File: src/design/rps_regs.svh
// Purpose: offsets, fields, reset values and timing counts of the playback sequencer
// Assumes: AXI4-Lite byte addresses, one aligned 32-bit word per register
// Notes: a write to the commit word copies the staged registers into the active set
//
// Summary of operation
// - continuous modes are refused while the scaling multipliers are the destination.
// - ramp-up starts on commit or any trigger change, loading the segment start.
// - ramp-up counts upward from start and halts at the end address.
// - each step-timer expiry moves the address by exactly one location, except the recirculate wrap from end to start.
// - step period is the baseband sample tick or the programmed step rate.
// - bidirectional commit only arms with segment zero; the trigger starts it.
// - bidirectional rising trigger loads segment zero start, counts up, halts at end.
// - bidirectional falling trigger loads segment one end, counts down, halts at start.
// - in bidirectional mode a trigger change mid-ramp restarts the timer and reloads the new segment's start or end address at once.
// - continuous bidirectional counts up from start, reversing at each terminal address.
// - in continuous modes a trigger change aborts and restarts from the new segment.
// - continuous bidirectional runs until the next commit or trigger change.
// - recirculate loads start on the expiry after the end address, repeating.
// - rising trigger selects segment zero, falling trigger selects segment one.
// - mode codes 1 ramp-up, 2 bidirectional, 3 continuous bidirectional, 4 recirculate.
`ifndef RPS_REGS_SVH
`define RPS_REGS_SVH
`define RPS_SEG0_BND_OFS 8'h00
`define RPS_SEG0_CFG_OFS 8'h04
`define RPS_SEG1_BND_OFS 8'h08
`define RPS_SEG1_CFG_OFS 8'h0C
`define RPS_CTRL_OFS 8'h10
`define RPS_COMMIT_OFS 8'h14
`define RPS_STATUS_OFS 8'h18
`define RPS_START_LSB 0
`define RPS_END_LSB 16
`define RPS_STEP_LSB 0
`define RPS_MODE_LSB 16
`define RPS_CTRL_EN_BIT 0
`define RPS_CTRL_DEST_BIT 1
`define RPS_BND_MASK 32'h03FF03FF
`define RPS_CFG_MASK 32'h0007FFFF
`define RPS_CTRL_MASK 32'h00000003
`define RPS_BND_RST 32'h00000000
`define RPS_CFG_RST 32'h00010001
`define RPS_CTRL_RST 32'h00000000
`define RPS_CLK_MHZ 25
`define RPS_STEP_UNIT_NS 160
`define RPS_STEP_UNIT_CYC ((`RPS_STEP_UNIT_NS * `RPS_CLK_MHZ + 999) / 1000)
`define RPS_RESP_OKAY 2'h0
`define RPS_RESP_SLVERR 2'h2
`endif

File: src/design/rps_pkg.sv
// Purpose: types of the playback sequencer
// Assumes: one-hot state codes
// Notes: mode codes match the three-bit playback mode field
package rps_pkg;
  typedef enum logic [3:0] {
    ST_IDLE = 4'h1,
    ST_ARMED = 4'h2,
    ST_RUN = 4'h4,
    ST_HALT = 4'h8
  } rps_state_type;
  typedef enum logic [2:0] {
    MODE_RAMP = 3'h1,
    MODE_BIDIR = 3'h2,
    MODE_CBIDIR = 3'h3,
    MODE_RECIRC = 3'h4
  } rps_mode_type;
endpackage

File: src/design/rps_sequencer.sv
// Purpose: waveform RAM address sequencer with AXI4-Lite registers
// Assumes: all inputs synchronous to aclk; bb_sample_tick pulses once per baseband sample
// Notes: addresses leave through a two-entry buffer; a full buffer stalls the step timer
`timescale 1ns/1ps
`include "rps_regs.svh"
module rps_sequencer (
  input wire logic aclk,
  input wire logic aresetn,
  input wire logic [7:0] s_awaddr,
  input wire logic s_awvalid,
  output logic s_awready,
  input wire logic [31:0] s_wdata,
  input wire logic [3:0] s_wstrb,
  input wire logic s_wvalid,
  output logic s_wready,
  output logic [1:0] s_bresp,
  output logic s_bvalid,
  input wire logic s_bready,
  input wire logic [7:0] s_araddr,
  input wire logic s_arvalid,
  output logic s_arready,
  output logic [31:0] s_rdata,
  output logic [1:0] s_rresp,
  output logic s_rvalid,
  input wire logic s_rready,
  input wire logic playback_trigger_pin,
  input wire logic bb_sample_tick,
  output logic [9:0] ram_addr,
  output logic ram_addr_valid,
  input wire logic ram_addr_ready,
  output logic mult_zero,
  output rps_pkg::rps_state_type seq_state
);
  import rps_pkg::*;

  logic [31:0] regs_r [0:4];
  logic [31:0] act_r [0:4];
  logic [7:0] awaddr_r;
  logic [31:0] wdata_r;
  logic [3:0] wstrb_r;
  logic aw_got_r, w_got_r, do_wr, wr_ok;
  logic [2:0] widx, ridx;
  logic commit_d_r;
  logic pin_prev_r, pin_ok_r;
  logic rise, fall, tedge, evt, ev_ok, en, dest;
  logic ev_seg;
  logic [2:0] ev_mode;
  rps_state_type state_r;
  logic [2:0] mode_r;
  logic seg_r, dir_r;
  logic [9:0] addr_r, addr_nxt, cur_start, cur_end, nxt_up, nxt_dn;
  logic push_pend_r, expire, halt_nxt, dir_nxt;
  logic [19:0] tmr_r, period;
  logic [15:0] stp;
  logic [9:0] hold_r;
  logic hold_valid_r, buf_in_ready;
  logic [31:0] status;

  // ---------------- AXI4-Lite write path ----------------
  assign do_wr = aw_got_r && w_got_r && !s_bvalid;
  assign widx = awaddr_r[4:2];
  assign wr_ok = (awaddr_r[7:5] == 3'h0) && (widx != 3'h7);

  always_ff @(posedge aclk) begin
    if (!aresetn) begin
      s_awready <= 1'b1;
      s_wready <= 1'b1;
      aw_got_r <= 1'b0;
      w_got_r <= 1'b0;
      awaddr_r <= 8'h00;
      wdata_r <= 32'h00000000;
      wstrb_r <= 4'h0;
      s_bvalid <= 1'b0;
      s_bresp <= `RPS_RESP_OKAY;
    end else begin
      if (s_awvalid && s_awready) begin
        awaddr_r <= s_awaddr;
        aw_got_r <= 1'b1;
        s_awready <= 1'b0;
      end
      if (s_wvalid && s_wready) begin
        wdata_r <= s_wdata;
        wstrb_r <= s_wstrb;
        w_got_r <= 1'b1;
        s_wready <= 1'b0;
      end
      if (do_wr) begin
        s_bvalid <= 1'b1;
        s_bresp <= wr_ok ? `RPS_RESP_OKAY : `RPS_RESP_SLVERR;
        aw_got_r <= 1'b0;
        w_got_r <= 1'b0;
      end
      if (s_bvalid && s_bready) begin
        s_bvalid <= 1'b0;
        s_awready <= 1'b1;
        s_wready <= 1'b1;
      end
    end
  end

  // staged registers, byte-lane writes
  always_ff @(posedge aclk) begin
    if (!aresetn) begin
      regs_r[0] <= `RPS_BND_RST;
      regs_r[1] <= `RPS_CFG_RST;
      regs_r[2] <= `RPS_BND_RST;
      regs_r[3] <= `RPS_CFG_RST;
      regs_r[4] <= `RPS_CTRL_RST;
    end else if (do_wr && wr_ok && widx < 3'h5) begin
      for (int b = 0; b < 4; b++) begin
        if (wstrb_r[b]) begin
          regs_r[widx][8*b +: 8] <= wdata_r[8*b +: 8];
        end
      end
    end
  end

  // commit word copies the staged set into the active set
  always_ff @(posedge aclk) begin
    if (!aresetn) begin
      act_r[0] <= `RPS_BND_RST;
      act_r[1] <= `RPS_CFG_RST;
      act_r[2] <= `RPS_BND_RST;
      act_r[3] <= `RPS_CFG_RST;
      act_r[4] <= `RPS_CTRL_RST;
      commit_d_r <= 1'b0;
    end else begin
      commit_d_r <= do_wr && (awaddr_r == `RPS_COMMIT_OFS);
      if (do_wr && (awaddr_r == `RPS_COMMIT_OFS)) begin
        for (int i = 0; i < 5; i++) begin
          act_r[i] <= regs_r[i];
        end
      end
    end
  end

  // ---------------- AXI4-Lite read path ----------------
  assign ridx = s_araddr[4:2];
  assign status = {10'h000, mult_zero, state_r == ST_ARMED, state_r == ST_HALT, seg_r,
                   dir_r, state_r == ST_RUN, 6'h00, addr_r};

  always_ff @(posedge aclk) begin
    if (!aresetn) begin
      s_arready <= 1'b1;
      s_rvalid <= 1'b0;
      s_rdata <= 32'h00000000;
      s_rresp <= `RPS_RESP_OKAY;
    end else if (s_arvalid && s_arready) begin
      s_arready <= 1'b0;
      s_rvalid <= 1'b1;
      s_rresp <= `RPS_RESP_OKAY;
      s_rdata <= 32'h00000000;
      if (s_araddr[7:5] != 3'h0 || ridx == 3'h7) begin
        s_rresp <= `RPS_RESP_SLVERR;
      end else begin
        case (ridx)
          3'h0, 3'h2: s_rdata <= regs_r[ridx] & `RPS_BND_MASK;
          3'h1, 3'h3: s_rdata <= regs_r[ridx] & `RPS_CFG_MASK;
          3'h4: s_rdata <= regs_r[4] & `RPS_CTRL_MASK;
          3'h6: s_rdata <= status;
          default: s_rdata <= 32'h00000000;
        endcase
      end
    end else if (s_rvalid && s_rready) begin
      s_rvalid <= 1'b0;
      s_arready <= 1'b1;
    end
  end

  // ---------------- trigger edges ----------------
  always_ff @(posedge aclk) begin
    if (!aresetn) begin
      pin_prev_r <= 1'b0;
      pin_ok_r <= 1'b0;
    end else begin
      pin_prev_r <= playback_trigger_pin;
      pin_ok_r <= 1'b1;
    end
  end

  assign rise = pin_ok_r && playback_trigger_pin && !pin_prev_r;
  assign fall = pin_ok_r && !playback_trigger_pin && pin_prev_r;
  assign tedge = rise || fall;
  assign en = act_r[4][`RPS_CTRL_EN_BIT];
  assign dest = act_r[4][`RPS_CTRL_DEST_BIT];

  // ---------------- event decode ----------------
  always_comb begin
    ev_seg = seg_r;
    if (tedge) begin
      ev_seg = fall;
    end else if (act_r[{seg_r, 1'b1}][`RPS_MODE_LSB +: 3] == MODE_BIDIR) begin
      ev_seg = 1'b0;
    end
    ev_mode = act_r[{ev_seg, 1'b1}][`RPS_MODE_LSB +: 3];
    ev_ok = (ev_mode >= MODE_RAMP) && (ev_mode <= MODE_RECIRC);
    if (dest && (ev_mode == MODE_CBIDIR || ev_mode == MODE_RECIRC)) begin
      ev_ok = 1'b0;
    end
  end

  assign evt = en && (commit_d_r || tedge);
  assign cur_start = act_r[{seg_r, 1'b0}][`RPS_START_LSB +: 10];
  assign cur_end = act_r[{seg_r, 1'b0}][`RPS_END_LSB +: 10];
  // a restart takes the step rate of the segment being entered, not the one left
  assign stp = act_r[{(evt ? ev_seg : seg_r), 1'b1}][`RPS_STEP_LSB +: 16];

  // ---------------- step timer ----------------
  assign period = 20'(((stp == 16'h0000) ? 16'h0001 : stp) * `RPS_STEP_UNIT_CYC) - 20'h00001;
  assign expire = (state_r == ST_RUN) && !push_pend_r &&
                  (dest ? (tmr_r == 20'h00000) : bb_sample_tick);

  always_ff @(posedge aclk) begin
    if (!aresetn) begin
      tmr_r <= 20'h00000;
    end else if (evt || expire) begin
      tmr_r <= period;
    end else if (state_r == ST_RUN && tmr_r != 20'h00000) begin
      tmr_r <= tmr_r - 20'h00001;
    end
  end

  // ---------------- address step ----------------
  assign nxt_up = addr_r + 10'h001;
  assign nxt_dn = addr_r - 10'h001;

  always_comb begin
    addr_nxt = dir_r ? nxt_up : nxt_dn;
    dir_nxt = dir_r;
    halt_nxt = 1'b0;
    case (mode_r)
      MODE_RAMP, MODE_BIDIR: begin
        halt_nxt = dir_r ? (nxt_up == cur_end) : (nxt_dn == cur_start);
      end
      MODE_CBIDIR: begin
        if (dir_r ? (addr_r == cur_end) : (addr_r == cur_start)) begin
          dir_nxt = !dir_r;
          addr_nxt = dir_r ? nxt_dn : nxt_up;
        end
      end
      MODE_RECIRC: begin
        addr_nxt = (addr_r == cur_end) ? cur_start : nxt_up;
      end
      default: begin
        halt_nxt = 1'b1;
      end
    endcase
  end

  // ---------------- playback state machine ----------------
  always_ff @(posedge aclk) begin
    if (!aresetn) begin
      state_r <= ST_IDLE;
      mode_r <= MODE_RAMP;
      seg_r <= 1'b0;
      dir_r <= 1'b1;
      addr_r <= 10'h000;
      push_pend_r <= 1'b0;
    end else if (!en) begin
      state_r <= ST_IDLE;
      push_pend_r <= 1'b0;
    end else if (evt) begin
      seg_r <= ev_seg;
      mode_r <= ev_mode;
      if (!tedge && ev_mode == MODE_BIDIR) begin
        state_r <= ST_ARMED;
      end else if (ev_ok) begin
        state_r <= ST_RUN;
        push_pend_r <= 1'b1;
        if (ev_mode == MODE_BIDIR && fall) begin
          addr_r <= act_r[2][`RPS_END_LSB +: 10];
          dir_r <= 1'b0;
        end else begin
          addr_r <= act_r[{ev_seg, 1'b0}][`RPS_START_LSB +: 10];
          dir_r <= 1'b1;
        end
      end else begin
        state_r <= ST_IDLE;
      end
    end else if (expire) begin
      addr_r <= addr_nxt;
      dir_r <= dir_nxt;
      push_pend_r <= 1'b1;
      if (halt_nxt) begin
        state_r <= ST_HALT;
      end
    end else if (push_pend_r && buf_in_ready) begin
      push_pend_r <= 1'b0;
    end
  end

  // multipliers see zero from a commit until the next trigger change
  always_ff @(posedge aclk) begin
    if (!aresetn) begin
      mult_zero <= 1'b0;
    end else if (en && dest && tedge) begin
      mult_zero <= 1'b0;
    end else if (en && dest && commit_d_r) begin
      mult_zero <= 1'b1;
    end
  end

  // ---------------- two-entry output buffer ----------------
  assign buf_in_ready = !hold_valid_r;

  always_ff @(posedge aclk) begin
    if (!aresetn) begin
      ram_addr <= 10'h000;
      ram_addr_valid <= 1'b0;
      hold_r <= 10'h000;
      hold_valid_r <= 1'b0;
    end else if (ram_addr_valid && !ram_addr_ready) begin
      if (push_pend_r && buf_in_ready) begin
        hold_r <= addr_r;
        hold_valid_r <= 1'b1;
      end
    end else if (hold_valid_r) begin
      ram_addr <= hold_r;
      ram_addr_valid <= 1'b1;
      hold_valid_r <= 1'b0;
    end else begin
      ram_addr <= addr_r;
      ram_addr_valid <= push_pend_r;
    end
  end

  assign seq_state = state_r;
endmodule

File: config.mk
export PLATFORM = sky130hd
export DESIGN_NAME = rps_sequencer
export DESIGN_NICKNAME = d
export VERILOG_FILES = /design/src/design/rps_pkg.sv /design/src/design/rps_sequencer.sv
export VERILOG_INCLUDE_DIRS = /design/src /design/src/design
export SDC_FILE = /design/constraint.sdc
export NUM_CORES = 1
export LEC_CHECK = 0
export BUFFER_PORTS_ARGS = -buffer_cell sky130_fd_sc_hd__buf_2
export CAP_MARGIN = 20
export CORE_MARGIN = 2
export CORE_UTILIZATION = 59
export DETAILED_ROUTE_END_ITERATION = 6
export HOLD_SLACK_MARGIN = 0.02
export PLACE_DENSITY = 0.76
export REMOVE_ABC_BUFFERS = 1
export SETUP_SLACK_MARGIN = 0.02
export SKIP_LAST_GASP = 1
export SYNTH_ARGS = -nofsm -noshare
export SYNTH_HDL_FRONTEND = slang
export SYNTH_SLANG_ARGS = --single-unit
File: constraint.sdc
create_clock -name aclk -period 5.3 [get_ports aclk]
set_clock_uncertainty 0.2 [all_clocks]
set_input_delay 0.53 -clock aclk [delete_from_list [all_inputs] [get_ports aclk]]
set_output_delay 0.53 -clock aclk [all_outputs]
set_load 0.01 [all_outputs]
==> results of run 1 <==
-- through the flow --
stage | utilization (%) | instance area (um^2) | worst slack [ps] | hold slack [ps]
2_1_floorplan | - | 14690 | 587.1 | 236.0
3_3_place_gp | 62.50 | 15740 | 1029 | 241.1
3_5_place_dp | 62.50 | 15740 | 800.8 | 246.3
4_1_cts | 68.22 | 17180 | 1053 | 31.92
5_1_grt | 68.38 | 17220 | 544.1 | 58.13
6_report | 68.38 | 17220 | 945.8 | 50.66
-- sequential cells by signal, summed over array words and instances (netlist names), 10 cells and up, named ones only --
register and flops:
ram_addr 10, act_r 80, hold_r 10, regs_r 80
addr_r 10, s_rdata 26, wdata_r 26, tmr_r 20
-- layout by cell type (no fill, tap or decap), types with 11 or more instances in the layout --
| master | count |
|---|---|
| nand2_1 | 162 |
| edfxtp_1 | 160 |
| and2_1 | 154 |
| dfxtp_1 | 140 |
| nor2_1 | 136 |
| buf_2 | 107 |
| a21oi_1 | 106 |
| mux2i_1 | 72 |
| xnor2_1 | 54 |
| o21ai_0 | 50 |
| dlygate4sd3_1 | 42 |
| nand3_1 | 38 |
| a211oi_1 | 31 |
| clkbuf_16 | 31 |
| xor2_1 | 29 |
| nor3_1 | 28 |
| inv_1 | 23 |
| or3_1 | 19 |
| nor4_1 | 16 |
| nor2b_1 | 14 |
| buf_4 | 13 |
| nand2b_1 | 12 |
| nand4_1 | 12 |
| a31oi_1 | 12 |
| mux4_2 | 11 |
-- power breakdown --
| group | switching, W | leakage (nW) | total (W) | internal, W |
|---|---|---|---|---|
| Clock | 0.000905 | 0.493 | 0.00216 | 0.00125 |
| Combinational | 0.000280 | 3.36 | 0.000476 | 0.000196 |
| Sequential | 0.0000775 | 2.76 | 0.00260 | 0.00252 |
-- routing by layer --
| layer | up-vias | routed length (um) |
|---|---|---|
| met3 | 84 | 2968 |
| met2 | 470 | 17920 |
| met5 | - | 13 |
| met1 | 5484 | 16060 |
| li1 | 5630 | - |
| met4 | 2 | 1036 |
-- cell families after synthesis --
logic type	count (synthesis)	synth area share, %
simple gates	642	21.68
flops	300	50.27
compound gates	278	11.86
buf+inv	129	3.721
mux	94	7.309
xor+xnor	83	4.804
fa+ha+maj	4	0.3308
other cells	1	0.02478
-- worst max-delay path by stage --
stage          cells past startpoint  slack [ps]                     end
2_1_floorplan                     13         590  tmr_r[14]$_SDFFE_PN0P_
3_3_place_gp                      13        1030  tmr_r[19]$_SDFFE_PN0P_
3_5_place_dp                      13         800  tmr_r[19]$_SDFFE_PN0P_
4_1_cts                           14        1050  tmr_r[19]$_SDFFE_PN0P_
5_1_grt                           12         540  tmr_r[18]$_SDFFE_PN0P_
6_report                          12         950  tmr_r[19]$_SDFFE_PN0P_
-- final cells by class --
cell class,count,area [um^2],share of cell area (%)
sequential,300,7607,44.18
clock inverter,12,137.6,0.7993
multi-input combinational,1109,6998,40.64
timing repair buffer,165,1089,6.322
inverter,24,92.59,0.5377
clock buffer,46,882.1,5.123
tap,330,412.9,2.398
-- timing repair --
item / CTS / global route
hold buffers: 42 / 0
setup buffers: 0 / 0
endpoints found under the hold margin: 42 / 0
==> results.yml, run 1 <==
drt:
  drt_iter0_drc: 964
  dr.pass1.iters: 5
  wire_per_inst_um: 19.13
  vias: 11670
  routed_wl_mm: 38.00
  drc: 0
  avgViaCountPerCell: 5.876
  final_antenna_net_count: 0
grt:
  grt_max_degree: 70
  use_met1_pct: 38.45
  grt_pass1_wl_mm: 59.65
  grt.total_usage_pct: 28.38
  grt_pass1_vias: 11055
  grt_busiest_layer: "met2"
  antenna_found_initial: 1
  grt_util_met2_pct: 47.24
  grt_overflow_total: 0
  gr-usage-met3_pct: 4.672
clocking:
  ctsHtreeMaxLevel: 1
  ctsResizeCount: 0
  cts.path.max_buffers: 3
  cts_tree: "yes"
  path_clk_slew_ps: 60
  cts_sinks: 300
  numCtsBuffers: 31
  insertion_delay_ps: 580
  root_buffer: "clkbuf_16"
final_layout:
  antenna_cells: 0
  areaGrowthSynthToFinish_pct: 13.79
  fill_cells: 1906
  drive_gt1_share_pct: 12.86
  final_cells: 1986
  fin_nets: 1697
job:
  maxCapViolations: 0
power_and_ir_drop:
  ir_drop_v: 0.0002872
  power_density_mw_per_mm2: 303.9
  p_total_w: 0.005232
  p_leak_nw: 6.615
setup_path:
  cp_common_cell: "a21oi_1"
  crit_family: "compound AO/OA/AOI/OAI gates"
  slowest_delay_ps: 570
  crit_required_ps: 5610
  crit_buf_inv: 0
  worst-r2r-setup-slack_ps: 950
  crit_path_start_kind: "flop"
  path_max_fanout: 18
  critPathArrivalTime_ps: 4660
  worstRegToRegCells: 12
  crit_type: "flop to flop"
  critical_path.startpoint: "pin_prev_r$_SDFF_PN0_"
  r2r_start: "pin_prev_r$_SDFF_PN0_"
  cp_slowest_cell: "a211oi_1"
  crit_path_end_kind: "flop"
  crit_chain: "xor2_1 -> a21oi_1 -> o21ai_0 -> nand2_2 -> o31ai_1 -> ha_1 -> nand3_1 -> nor3b_1 -> mux2i_1 -> a211oi_1 -> o22ai_1 -> a21oi_1"
  r2r_end: "tmr_r[19]$_SDFFE_PN0P_"
placed_design:
  hpwlAfterDp_mm: 26.68
  dp.cells: 1879
  gp_congestion: 0.9259
  portBuffers: 102
yosys:
  synthArstFlopShare_pct: 0
  yosysTopAreaCellShare_pct: 31.75
  syn_inst: 1531
  yosys_warnings: 0
  synth_ff_type: "edfxtp_1"
  synth_seq_cells: 300
  ys_types: 87
  yosysMostFrequentCell: "nand2_1"
  synth-edff-count: 160
  synth.area.top_cells: "edfxtp_1, dfxtp_1, and2_1, mux2i_1, nand2_1"
  synth_common_cells: "nand2_1, edfxtp_1, and2_1, dfxtp_1, nor2_1"
  syn_area_mm2: 0.01513
  synth-seq-area-share_pct: 50.27
  syn_avg_cell_area_um2: 9.884
  yosys.area.top_type: "edfxtp_1"
timing:
  period_share_pct: 82.15
  fin_crit_ps: 4354
  worst_slew_pin_slew_ps: 1062
  maxClockFrequency_mhz: 229.7
  setup_viol: 0
  slew_viol_final: 0
  final_hold_viol_count: 0
  tns_ps: 0
  rsz0062_at_grt: "false"
  slew_headroom_pct: 28.46
worst_hold_path:
  hold_depth: 2
  holdPathEnd: "pin_prev_r$_SDFF_PN0_"
  hp-class: "primary input to flop"
  hold_start: "playback_trigger_pin"
floorplanning:
  die-area_mm2: 0.02695
  row_count: 58
  fp.dieH_um: 164.2
  ios: 119
  start_util_pct: 60.09
  core_area_mm2: 0.02518
  die_w_um: 164.2
run_status:
  outcome: "complete, no violations"
Power figures use the tool's default switching activity.
==> run 2: changes to the inputs <==
CORE_UTILIZATION = 53   (was 59)
PLACE_DENSITY = 0.72   (was 0.76)
clock period = 3.7 ns   (was 5.3 ns; I/O delays follow)
==> results.yml, run 2 (synthesized netlist as in run 1, its figures left out) <==
run_status:
  outcome: "complete, no violations"
timing:
  slew_headroom_pct: 39.21
  maxClockFrequency_mhz: 293.7
  hold_ws_ps: 93.83
  final_hold_viol_count: 0
  fin_crit_ps: 3405
  worst_slew_pin_slew_ps: 903.5
  slew_viol_final: 0
  tns_ps: 0
  period_share_pct: 92.02
  setup_viol: 0
setup_path:
  crit_type: "flop to flop"
  worstRegToRegCells: 15
  worst-r2r-setup-slack_ps: 300
  crit_path_start_kind: "flop"
  critPathArrivalTime_ps: 3700
  path_max_fanout: 21
  crit_required_ps: 4000
  r2r_end: "tmr_r[19]$_SDFFE_PN0P_"
  crit_path_end_kind: "flop"
clocking:
  insertion_delay_ps: 570
  path_clk_slew_ps: 70
  cts.path.max_buffers: 3
  numCtsBuffers: 31
  root_buffer: "clkbuf_16"
  cts_tree: "yes"
  cts_sinks: 300
  ctsHtreeMaxLevel: 1
drt:
  dr_wl_met2_mm: 18.38
  drt_iter0_drc: 1040
  dr_wl_met3_mm: 3.007
  wl_met1_mm: 17.42
  vias: 11933
  avgViaCountPerCell: 5.726
  wire_per_inst_um: 19.30
  routed_wl_mm: 40.22
  final_antenna_net_count: 0
  top_layer: "met4"
  drc: 0
  dr.pass1.iters: 6
final_layout:
  fin_util_pct: 63.42
  areaGrowthSynthToFinish_pct: 17.08
  final_cell_mix: "nand2_1, edfxtp_1, and2_1"
  fin_nets: 1746
  final_common_cell: "nand2_1"
  drive_gt1_share_pct: 15.07
  reg_top3: "act_r x80, regs_r x80"
power_and_ir_drop:
  power_density_mw_per_mm2: 423.8
  ir_drop_v: 0.0003086
  p_leak_nw: 6.822
floorplanning:
  fp.dieH_um: 173.0
  die_w_um: 173.0
  start_util_pct: 54.17
  ios: 119
  core_area_mm2: 0.02793
  row_count: 61
  die-area_mm2: 0.02992
grt:
  grt_pass1_vias: 11519
  grt_overflow_total: 0
  antenna_found_initial: 1
  grt_max_degree: 77
  grt_pass1_wl_mm: 63.67
  grt.total_usage_pct: 26.56
placed_design:
  gp_congestion: 0.9365
  hpwlAfterDp_mm: 28.24
  portBuffers: 102
worst_hold_path:
  hold_start: "s_araddr[5]"
  holdPathEnd: "s_rdata[21]$_SDFFE_PN0P_"
  hold_depth: 4
  hp-class: "primary input to flop"
job:
  maxCapViolations: 0
run 2: cell types whose count changed in the layout (fill, tap and decap cells not counted), moves of 3 or more:
cell	delta
buf_4	+40
buf_2	-5
clkbuf_1	-5
clkbuf_8	-3
inv_6	+4
dlygate4sd3_1	+14
clkinv_1	+3
run 2: stage by stage:
stage                     cells  worst slack (ps)  area, um^2  power (W)
after global routing       2083            -34.89       17710   0.007748
after CTS                  2080             25.44       17650   0.007522
final                      2084             295.2       17720   0.007509
after global placement     1966             153.6       16100   0.004443
after floorplan            1433             -1013       14690   0.004186
after detailed placement   1966             35.38       16100   0.004457
run 2: worst max-delay path by stage:
stage | endpoint | cells past startpoint | slack (ps)
after global routing | tmr_r[19]$_SDFFE_PN0P_ | 14 | -30
after global placement | tmr_r[19]$_SDFFE_PN0P_ | 14 | 150
after CTS | tmr_r[19]$_SDFFE_PN0P_ | 14 | 30
after detailed placement | tmr_r[18]$_SDFFE_PN0P_ | 14 | 40
final | tmr_r[19]$_SDFFE_PN0P_ | 15 | 300
after floorplan | tmr_r[14]$_SDFFE_PN0P_ | 13 | -1010
run 2: final cells by class:
class                   count  area (um^2)
multi-input cells        1109         7029
repair buffers            214         1524
clock buffers              38        822.0
flip-flops and latches    300         7607
fillers                  2267        10220
well taps                 378        473.0
clock inverters            20        166.4
diodes                      1        2.502
inverters                  24        92.59
run 2: what timing repair did:
| action | CTS | global route |
|---|---|---|
| setup buffers | 0 | 2 |
| hold buffers | 56 | 0 |
| endpoints found under the hold margin | 45 | 0 |
| endpoints found under the setup margin | 0 | 5 |
| gates resized for setup | 0 | 8 |
run 2: routing by layer:
layer	vias to the layer above	track usage (%)
met5	-	0
met4	0	9.357
met3	110	4.244
met2	471	42.63
met1	5613	36.66
li1	5739	-
run 2: report_power, final:
part           switching [W]  leakage, nW  total (W)  internal, W
registers           0.000105         2.76    0.00371      0.00361
clock network        0.00133        0.473    0.00305      0.00172
logic               0.000426         3.59   0.000744     0.000318
total                0.00186         6.82    0.00751      0.00565
run 2: critical path: stages (launching register included):
cell	delay (ps)
dfxtp_1	320
buf_4	340
nand4bb_1	230
a41oi_2	300
nand3_2	150
nand2_2	160
o211ai_1	120
o31ai_2	100
ha_2	280
nand3_1	130
nor3b_2	230
mux2i_2	140
a211oi_2	260
buf_4	160
o22ai_1	70
a21oi_1	140
